===== config.mk =====
export PLATFORM = sky130hd
export DESIGN_NAME = cbs_switch
export DESIGN_NICKNAME = d
export VERILOG_FILES = /design/src/logic/cbs_fifo.v /design/src/logic/cbs_switch.v
export VERILOG_INCLUDE_DIRS = /design/src /design/src/logic
export SDC_FILE = /design/constraint.sdc
export NUM_CORES = 1
export LEC_CHECK = 0
export BUFFER_PORTS_ARGS = -buffer_cell sky130_fd_sc_hd__buf_4
export CAP_MARGIN = 20
export CORE_ASPECT_RATIO = 2
export CORE_MARGIN = 5
export CORE_UTILIZATION = 40
export CTS_CLUSTER_DIAMETER = 60
export CTS_CLUSTER_SIZE = 20
export DETAILED_ROUTE_END_ITERATION = 8
export PLACE_DENSITY = 0.66
export SYNTH_ARGS = -nofsm -noshare
export SYNTH_HDL_FRONTEND = slang
export SYNTH_SLANG_ARGS = --single-unit
export TNS_END_PERCENT = 20

===== constraint.sdc =====
create_clock -name mclk -period 10.3 [get_ports mclk]
set_clock_uncertainty 0.05 [all_clocks]
set_input_delay 1.545 -clock mclk [delete_from_list [all_inputs] [get_ports mclk]]
set_output_delay 1.545 -clock mclk [all_outputs]
set_load 0.02 [all_outputs]

===== src/logic/cbs_defines.vh =====
// constants for the core bus switch and bit unit
`ifndef CBS_DEFINES_VH
`define CBS_DEFINES_VH
`define CBS_W            16
`define CBS_AW           16
`define CBS_ZERO16       16'h0000
`define CBS_ONES16       16'hFFFF
`define CBS_HI_BYTE      16'hFF00
`define CBS_LO_BYTE      16'h00FF
`define CBS_PERIPH_BASE  16'hFFC0
`define CBS_SHORT_W      6
`define CBS_VEC_TOP      16'h007F
// bus source selects
`define CBS_SRC_NONE     2'h0
`define CBS_SRC_GDB      2'h1
`define CBS_SRC_PDB      2'h2
`define CBS_SRC_PGB      2'h3
// bit unit ops
`define CBS_OP_TEST      2'h0
`define CBS_OP_SET       2'h1
`define CBS_OP_CLR       2'h2
`define CBS_OP_INV       2'h3
// data memory access kinds
`define CBS_ACC_NONE     2'h0
`define CBS_ACC_RD       2'h1
`define CBS_ACC_WR       2'h2
`define CBS_ACC_DUAL     2'h3
`endif


===== src/logic/cbs_fifo.v =====
// the result fifo module lives in cbs_switch.v, beside its only user


===== src/logic/cbs_switch.v =====
// core bus switch matrix, memory access steering and bit manipulation unit
`timescale 1ns/10ps
`include "cbs_defines.vh"
module cbs_switch #(
  parameter W        = 16,
  parameter AW       = 16,
  parameter FIFO_D   = 4,
  parameter FIFO_AW  = 2,
  parameter NARROW_W = 4,
  parameter INT_TOP  = 16'h7FFF
) (
  input  wire          mclk,
  input  wire          rst,
  // transfer request from the core
  input  wire          req_valid,
  output wire          req_ready,
  input  wire [1:0]    src_sel,
  input  wire [1:0]    dst_sel,
  input  wire [1:0]    acc_kind,
  input  wire          short_mode,
  input  wire [5:0]    short_addr,
  input  wire [AW-1:0] first_addr,
  input  wire [AW-1:0] second_addr,
  input  wire [AW-1:0] fetch_addr,
  input  wire          fetch_en,
  input  wire          periph_sel,
  input  wire [W-1:0]  core_wdata,
  input  wire          narrow_rd,
  input  wire          bit_en,
  input  wire [1:0]    bit_op,
  input  wire          bit_branch,
  input  wire          bit_hi,
  input  wire [W-1:0]  bit_mask,
  // memory and peripheral side
  input  wire [W-1:0]  gdb_rdata,
  input  wire [W-1:0]  pdb_rdata,
  input  wire [W-1:0]  pgb_rdata,
  input  wire [W-1:0]  srd_rdata,
  output reg  [AW-1:0] first_data_address_bus,
  output reg  [AW-1:0] second_data_address_bus,
  output reg  [AW-1:0] program_address_bus,
  output reg  [W-1:0]  global_data_bus_out,
  output reg           global_data_bus_oe_n,
  output reg  [W-1:0]  program_data_bus_out,
  output reg           program_data_bus_oe_n,
  output reg  [W-1:0]  peripheral_global_bus_out,
  output reg           peripheral_global_bus_oe_n,
  output reg           mem_rd,
  output reg           mem_wr,
  output reg           mem_dual,
  output reg           mem_ext,
  output reg           fetch_vec,
  output reg           periph_rd,
  output reg           periph_wr,
  // results toward the core; res_data and res_valid through the fifo, the other outputs registered directly
  output wire [W-1:0]  res_data,
  output wire          res_valid,
  input  wire          res_ready,
  output reg  [W-1:0]  first_data_input_register,
  output reg           bit_all_set,
  output reg           bit_all_clr,
  output reg           bad_req
);
  reg  [W-1:0] sel_data;
  reg  [W-1:0] mask_eff;
  reg  [W-1:0] bit_res;
  reg  [AW-1:0] addr_eff;
  wire         fifo_ready;
  wire         take;
  wire         legal;
  reg  [W-1:0] res_word;
  reg          res_push;

  // pick the value on a source bus
  function [W-1:0] bus_pick;
    input [1:0]   sel;
    input [W-1:0] g;
    input [W-1:0] p;
    input [W-1:0] q;
    input [W-1:0] c;
    begin
      case (sel)
        `CBS_SRC_GDB: bus_pick = g;
        `CBS_SRC_PDB: bus_pick = p;
        `CBS_SRC_PGB: bus_pick = q;
        default:      bus_pick = c;
      endcase
    end
  endfunction

  // addresses above the internal range go off chip
  function addr_is_ext;
    input [AW-1:0] a;
    begin
      addr_is_ext = (a > INT_TOP);
    end
  endfunction

  // fold an address into the internal range; the second bus has no external path
  function [AW-1:0] to_internal;
    input [AW-1:0] a;
    begin
      to_internal = (a > INT_TOP) ? (a & INT_TOP) : a;
    end
  endfunction

  // stall when results cannot be buffered
  assign req_ready = fifo_ready;
  assign take      = req_valid & fifo_ready;
  // the source and destination must differ for a bus-to-bus move
  assign legal     = (src_sel == `CBS_SRC_NONE) || (dst_sel == `CBS_SRC_NONE) ||
                     (src_sel != dst_sel);

  always @* begin
    sel_data = bus_pick(src_sel, gdb_rdata, pdb_rdata, pgb_rdata, core_wdata);
    if (narrow_rd) begin
      sel_data = sel_data & ~(`CBS_ONES16 << NARROW_W);
    end
    // branch tests only see one byte of the mask
    if (bit_branch) begin
      mask_eff = bit_mask & (bit_hi ? `CBS_HI_BYTE : `CBS_LO_BYTE);
    end else begin
      mask_eff = bit_mask;
    end
    case (bit_op)
      `CBS_OP_SET: bit_res = sel_data | mask_eff;
      `CBS_OP_CLR: bit_res = sel_data & ~mask_eff;
      `CBS_OP_INV: bit_res = sel_data ^ mask_eff;
      default:     bit_res = sel_data;
    endcase
    // short direct mode maps onto the top 64 words
    if (short_mode) begin
      addr_eff = `CBS_PERIPH_BASE | {{(AW-`CBS_SHORT_W){1'b0}}, short_addr};
    end else begin
      addr_eff = first_addr;
    end
    res_word = bit_en ? bit_res : sel_data;
    res_push = take & legal & (bit_en | (src_sel != `CBS_SRC_NONE));
  end

  // results queue here so a slow consumer only stalls new requests
  cbs_fifo #(
    .WIDTH (W),
    .DEPTH (FIFO_D),
    .AW    (FIFO_AW)
  ) u_fifo (
    .mclk      (mclk),
    .rst       (rst),
    .in_data   (res_word),
    .in_valid  (res_push),
    .in_ready  (fifo_ready),
    .out_data  (res_data),
    .out_valid (res_valid),
    .out_ready (res_ready)
  );

  always @(posedge mclk or posedge rst) begin
    if (rst) begin
      first_data_address_bus     <= `CBS_ZERO16;
      second_data_address_bus    <= `CBS_ZERO16;
      program_address_bus        <= `CBS_ZERO16;
      global_data_bus_out        <= `CBS_ZERO16;
      global_data_bus_oe_n       <= 1'b1;
      program_data_bus_out       <= `CBS_ZERO16;
      program_data_bus_oe_n      <= 1'b1;
      peripheral_global_bus_out  <= `CBS_ZERO16;
      peripheral_global_bus_oe_n <= 1'b1;
      mem_rd                     <= 1'b0;
      mem_wr                     <= 1'b0;
      mem_dual                   <= 1'b0;
      mem_ext                    <= 1'b0;
      fetch_vec                  <= 1'b0;
      periph_rd                  <= 1'b0;
      periph_wr                  <= 1'b0;
      first_data_input_register  <= `CBS_ZERO16;
      bit_all_set                <= 1'b0;
      bit_all_clr                <= 1'b0;
      bad_req                    <= 1'b0;
    end else begin
      // fetch is independent of the data side, same cycle
      program_address_bus <= fetch_addr;
      fetch_vec <= fetch_en & (fetch_addr <= `CBS_VEC_TOP);
      global_data_bus_oe_n       <= 1'b1;
      program_data_bus_oe_n      <= 1'b1;
      peripheral_global_bus_oe_n <= 1'b1;
      mem_rd    <= 1'b0;
      mem_wr    <= 1'b0;
      mem_dual  <= 1'b0;
      periph_rd <= 1'b0;
      periph_wr <= 1'b0;
      bad_req   <= take & ~legal;
      if (take & legal) begin
        // drive the chosen destination bus with res_word; a write access below overrides the global bus and, with periph_sel, the peripheral bus
        case (dst_sel)
          `CBS_SRC_GDB: begin
            global_data_bus_out  <= res_word;
            global_data_bus_oe_n <= 1'b0;
          end
          `CBS_SRC_PDB: begin
            program_data_bus_out  <= res_word;
            program_data_bus_oe_n <= 1'b0;
          end
          `CBS_SRC_PGB: begin
            peripheral_global_bus_out  <= res_word;
            peripheral_global_bus_oe_n <= 1'b0;
          end
          default: begin
          end
        endcase
        // at most one memory access kind per cycle; none for the no-access kind
        case (acc_kind)
          `CBS_ACC_RD: begin
            first_data_address_bus <= addr_eff;
            mem_ext   <= addr_is_ext(addr_eff);
            mem_rd    <= ~periph_sel;
            periph_rd <= periph_sel;
          end
          `CBS_ACC_WR: begin
            first_data_address_bus <= addr_eff;
            mem_ext   <= addr_is_ext(addr_eff);
            mem_wr    <= ~periph_sel;
            periph_wr <= periph_sel;
            global_data_bus_out  <= periph_sel ? global_data_bus_out : core_wdata;
            global_data_bus_oe_n <= periph_sel;
            if (periph_sel) begin
              peripheral_global_bus_out  <= core_wdata;
              peripheral_global_bus_oe_n <= 1'b0;
            end
          end
          `CBS_ACC_DUAL: begin
            // second address bus never reaches external memory
            first_data_address_bus  <= addr_eff;
            second_data_address_bus <= to_internal(second_addr);
            mem_ext  <= addr_is_ext(addr_eff);
            mem_rd   <= 1'b1;
            mem_dual <= 1'b1;
            // read-only second bus feeds the input register
            first_data_input_register <= srd_rdata;
          end
          default: begin
            mem_ext <= 1'b0;
          end
        endcase
        if (bit_en & (bit_op == `CBS_OP_TEST)) begin
          bit_all_set <= ((sel_data & mask_eff) == mask_eff);
          bit_all_clr <= ((sel_data & mask_eff) == `CBS_ZERO16);
        end
      end
    end
  end
endmodule // cbs_switch

// result fifo; flags and read word are registered so the outputs come from flops
module cbs_fifo #(
  parameter WIDTH = 16,
  parameter DEPTH = 4,
  parameter AW    = 2
) (
  input  wire             mclk,
  input  wire             rst,
  input  wire [WIDTH-1:0] in_data,
  input  wire             in_valid,
  output wire             in_ready,
  output wire [WIDTH-1:0] out_data,
  output wire             out_valid,
  input  wire             out_ready
);
  reg [WIDTH-1:0] mem_q [0:DEPTH-1];
  reg [AW-1:0]    wr_q;
  reg [AW-1:0]    rd_q;
  reg [AW-1:0]    rd_d;
  reg [AW:0]      cnt_q;
  reg [AW:0]      cnt_d;
  reg             in_ready_q;
  reg             out_valid_q;
  reg [WIDTH-1:0] out_data_q;
  wire            push;
  wire            pop;
  assign in_ready  = in_ready_q;
  assign out_valid = out_valid_q;
  assign out_data  = out_data_q;
  assign push      = in_valid & in_ready_q;
  assign pop       = out_valid_q & out_ready;
  always @* begin
    rd_d = rd_q;
    if (pop) begin
      rd_d = (rd_q == DEPTH[AW-1:0] - 1'b1) ? {AW{1'b0}} : rd_q + 1'b1;
    end
    cnt_d = cnt_q;
    if (push & ~pop) begin
      cnt_d = cnt_q + 1'b1;
    end else if (pop & ~push) begin
      cnt_d = cnt_q - 1'b1;
    end
  end
  always @(posedge mclk) begin
    if (push) begin
      mem_q[wr_q] <= in_data;
    end
    // forward the incoming word when it lands in the slot read next
    if (push && (wr_q == rd_d)) begin
      out_data_q <= in_data;
    end else begin
      out_data_q <= mem_q[rd_d];
    end
  end
  always @(posedge mclk or posedge rst) begin
    if (rst) begin
      wr_q        <= {AW{1'b0}};
      rd_q        <= {AW{1'b0}};
      cnt_q       <= {(AW+1){1'b0}};
      in_ready_q  <= 1'b1;
      out_valid_q <= 1'b0;
    end else begin
      if (push) begin
        wr_q <= (wr_q == DEPTH[AW-1:0] - 1'b1) ? {AW{1'b0}} : wr_q + 1'b1;
      end
      rd_q        <= rd_d;
      cnt_q       <= cnt_d;
      // flags follow the next count, so they never lag the stored words
      in_ready_q  <= (cnt_d != DEPTH[AW:0]);
      out_valid_q <= (cnt_d != {(AW+1){1'b0}});
    end
  end
endmodule // cbs_fifo


==> flow_metrics.env <==
export IMPL_status="finished clean"
export IMPL_grt_start_max_net_pins=75
export IMPL_ys_ff_latch=200
export IMPL_hp_class="flip-flop to flip-flop"
export IMPL_r2r_slack_ps=7220
export IMPL_cp_top_family="compound AO/OA/AOI/OAI gates"
export IMPL_async_flop_share_pct=67.00
export IMPL_drt_iter0_markers=378
export IMPL_period_share_pct=39.19
export IMPL_grt_pass1_vias=7601
export IMPL_antenna_found_initial=0
export IMPL_synth_mux_area_share_pct=14.20
export IMPL_netlist_area_sq_mm=0.009742
export IMPL_dpl_hpwl_um=22320
export IMPL_initial_utilization_pct=40.72
export IMPL_cellInternalPower_mw=1.880
export IMPL_syn_num_nets=1013
export IMPL_slew_headroom_pct=29.55
export IMPL_vias=7231
export IMPL_p_comb_share_pct=37.4
export IMPL_drv_cap=0
export IMPL_rows=80
export IMPL_slew_violations=0
export IMPL_die_w_um=120.4
export IMPL_synth_fa_ha_area_share_pct=7.680
export IMPL_gp_congestion=0.8222
export IMPL_worst_setup_path_end_kind="flip-flop"
export IMPL_tightest_slew_ps=1056
export IMPL_crit_chain="buf_4, xnor2_1, a311oi_2, o21a_1, inv_1, nand2_1, o21ai_0"
export IMPL_synth_compound_area_share_pct=8.605
export IMPL_ant_nets=0
export IMPL_swShare_pct=35.03
export IMPL_synth_xor_area_share_pct=0.1798
export IMPL_cp_arrival_ps=4290
export IMPL_p_clk_share_pct=23.0
export IMPL_cts_made_buffers=17
export IMPL_power_leakage_nw=5.897
export IMPL_crit_slowest_cell="a311oi_2"
export IMPL_power_switching_mw=1.014
export IMPL_core_sq_mm=0.02392
export IMPL_crit_start="src_sel[1]"
export IMPL_synth_avg_cell_area_sq_um=12.41
export IMPL_root_buffer="clkbuf_16"
export IMPL_critPathRequiredTime_ps=10560
export IMPL_synth_cell_types=56
export IMPL_cp_max_fo=23
export IMPL_area_growth_pct=32.31
export IMPL_multi_input_area_sq_mm=0.004099
export IMPL_vdd_drop_max_v=0.0001022
export IMPL_cts_sinks=200
export IMPL_syn_instance_count=785
export IMPL_crit_path_end="global_data_bus_out[7]"
export IMPL_dpl_cell_area_sq_mm=0.01229
export IMPL_port_buffers=310
export IMPL_synthFlopType="dfrtp_1"
export IMPL_regToRegEndpoint="global_data_bus_out[7]"
export IMPL_die_h_um=230.7
export IMPL_cts_resized=0
export IMPL_drt_wirelength_per_cell_um=20.64
export IMPL_hold_buffers=0
export IMPL_diodes=0
export IMPL_r2r_cells=6
export IMPL_grt_first_pass_wirelength_um=43410
export IMPL_p_per_area_mw_per_mm2=224.5
export IMPL_synth_edf_count=64
export IMPL_drive_gt1_share_pct=40.93
export IMPL_vias_per_cell=5.244
export IMPL_drtPass1Iterations=7
export IMPL_synthSimpleGateAreaFrac_pct=11.33
export IMPL_htree_levels=4
export IMPL_regArea_sq_mm=0.005320
export IMPL_finalCriticalPeriod_ps=4037
export IMPL_wirelength_um=28460
export IMPL_clkTransAtPathRegs_ps=70
export IMPL_start_kind="input port"
export IMPL_grt_overflow=0
export IMPL_yosysSeqAreaShare_pct=54.61
export IMPL_fill_cells=2090
export IMPL_synth_top_family_by_area="multiplexers"
export IMPL_worst_setup_path_type="input port to flip-flop"
export IMPL_cts_tree="built"
export IMPL_clockBufferDepth=2
export IMPL_seqPwrFrac_pct=39.6
export IMPL_io_pins=312
export IMPL_clk_latency_ps=440
export IMPL_path_buf_inv=2
export IMPL_setup_tns_ps=0
export IMPL_cp_num_cells=7
export IMPL_grt_use_total_pct=20.64
export IMPL_setup_violations_final=0
export IMPL_hold_viol_final=0
export IMPL_grt_setup_unrepaired="no"
export IMPL_drc=0
export IMPL_slowest_delay_ps=930
export IMPL_fmax_mhz=247.7
export IMPL_final_area_sq_mm=0.01289
export IMPL_rr_startpoint="u_fifo.in_ready"
export IMPL_yosys_warnings=0
export IMPL_nets=1307
export IMPL_die_area_sq_mm=0.02776
export IMPL_post_cts_setup_buffers=0
==> routing by layer <==
layer	track usage (%)	up-vias	part of all wire (%)	wire [um]
met2	38.44	229	56	16080
li1	-	3389	-	-
met3	3.503	54	4.1	1175
met5	0	-	0	0
met4	8.972	0	3.7	1055
met1	22.74	3559	36	10150
==> worst min-delay path by stage <==
stage,from,endpoint,slack (ps),depth (start not counted)
3_5_place_dp,mem_ext,mem_ext,420,1
2_1_floorplan,u_fifo.rd_q[0],flip-flop,440,1
3_3_place_gp,bit_all_set,bit_all_set,410,2
4_1_cts,mem_ext,mem_ext,440,1
5_1_grt,mem_ext,mem_ext,460,1
6_report,mem_ext,mem_ext,430,1
==> cell type report <==
class                   instances  area share, %
inverters                      41          1.233
flip-flops and latches        200          41.27
multi-input cells             504          31.80
clock buffers                  21          3.659
well taps                     287          2.786
repair buffers                315          18.40
clock inverters                11         0.8445
==> Yosys cell counts, drive strengths merged, types with 3 or more instances <==
cell type / instances / area [sq um]
or2: 6 / 37.54
nor3b: 3 / 33.78
nand2: 62 / 232.7
a31oi: 9 / 56.30
buf: 16 / 86.34
a221o: 4 / 40.04
nand4: 3 / 18.77
mux2: 50 / 563.0
dfstp: 4 / 105.1
o21ai: 44 / 220.2
mux2i: 10 / 100.1
nor2b: 14 / 87.58
a21bo: 3 / 30.03
a2bb2oi: 4 / 35.03
inv: 40 / 150.1
a21oi: 28 / 140.1
a21boi: 7 / 52.55
nand2b: 17 / 106.4
and3: 11 / 68.82
ha: 59 / 738.2
nor3: 17 / 85.08
nor4: 8 / 50.05
clkbuf: 24 / 90.09
mux4: 32 / 720.7
a32o: 7 / 70.07
nand3: 3 / 15.01
and2: 23 / 143.9
edfxtp: 64 / 1922
a22o: 4 / 35.03
nor2: 51 / 191.4
dfrtp: 130 / 3253
o21a: 3 / 22.52
==> worst register-to-register path, stage by stage, from the launching register on <==
cell and delay [ps]:
dfstp_2 530, nand2_1 150, a311oi_2 870, o21a_1 720, inv_1 380, nand2_1 150, o21ai_0 100
==> flip-flops by register name, summed over array words and instances, names as in the netlist, 2 cells and up, named ones only <==
signal	cells
first_data_address_bus	16
u_fifo.rd_q	2
peripheral_global_bus_out	16
program_address_bus	16
global_data_bus_out	16
u_fifo.cnt_q	3
program_data_bus_out	16
first_data_input_register	16
second_data_address_bus	16
u_fifo.wr_q	2
u_fifo.mem_q	64
==> layout by cell type, fill, tap and decap left out, drive strengths merged, types with 23 or more instances in the layout <==
master and n:
buf 315, dfrtp 130, edfxtp 64, nand2 62, ha 59, nor2 51
mux2 50, inv 45, o21ai 44, mux4 32, a21oi 28, and2 23
==> logic make-up after synthesis <==
family	Yosys count
adders and majority gates	60
AOI/OAI and AO/OA	129
xor gates and xnor gates	2
buffers and inverters	81
DFF	200
muxes	92
and+or+nand+nor	221
==> power by group through the flow <==
stage	clock network, mW	registers (mW)	logic, mW
after CTS	0.680	1.15	1.10
after floorplan	0	1.30	0.450
after global routing	0.712	1.17	1.17
final	0.664	1.15	1.08
after global placement	0	1.16	1.08
after detailed placement	0	1.16	1.10
==> through the flow <==
step | hold slack, ps | total power [mW] | setup slack [ps] | utilization, % | cells
2_1_floorplan | 440.1 | 1.753 | 5129 | - | 785
3_3_place_gp | 412.1 | 2.242 | 5811 | 51.39 | 1346
3_5_place_dp | 421.3 | 2.265 | 5758 | 51.39 | 1346
4_1_cts | 437.7 | 2.933 | 6219 | 53.82 | 1378
5_1_grt | 463.8 | 3.054 | 6037 | 53.88 | 1379
6_report | 432.1 | 2.894 | 6263 | 53.88 | 1379
Note: power is estimated with default switching activity, not from simulation.
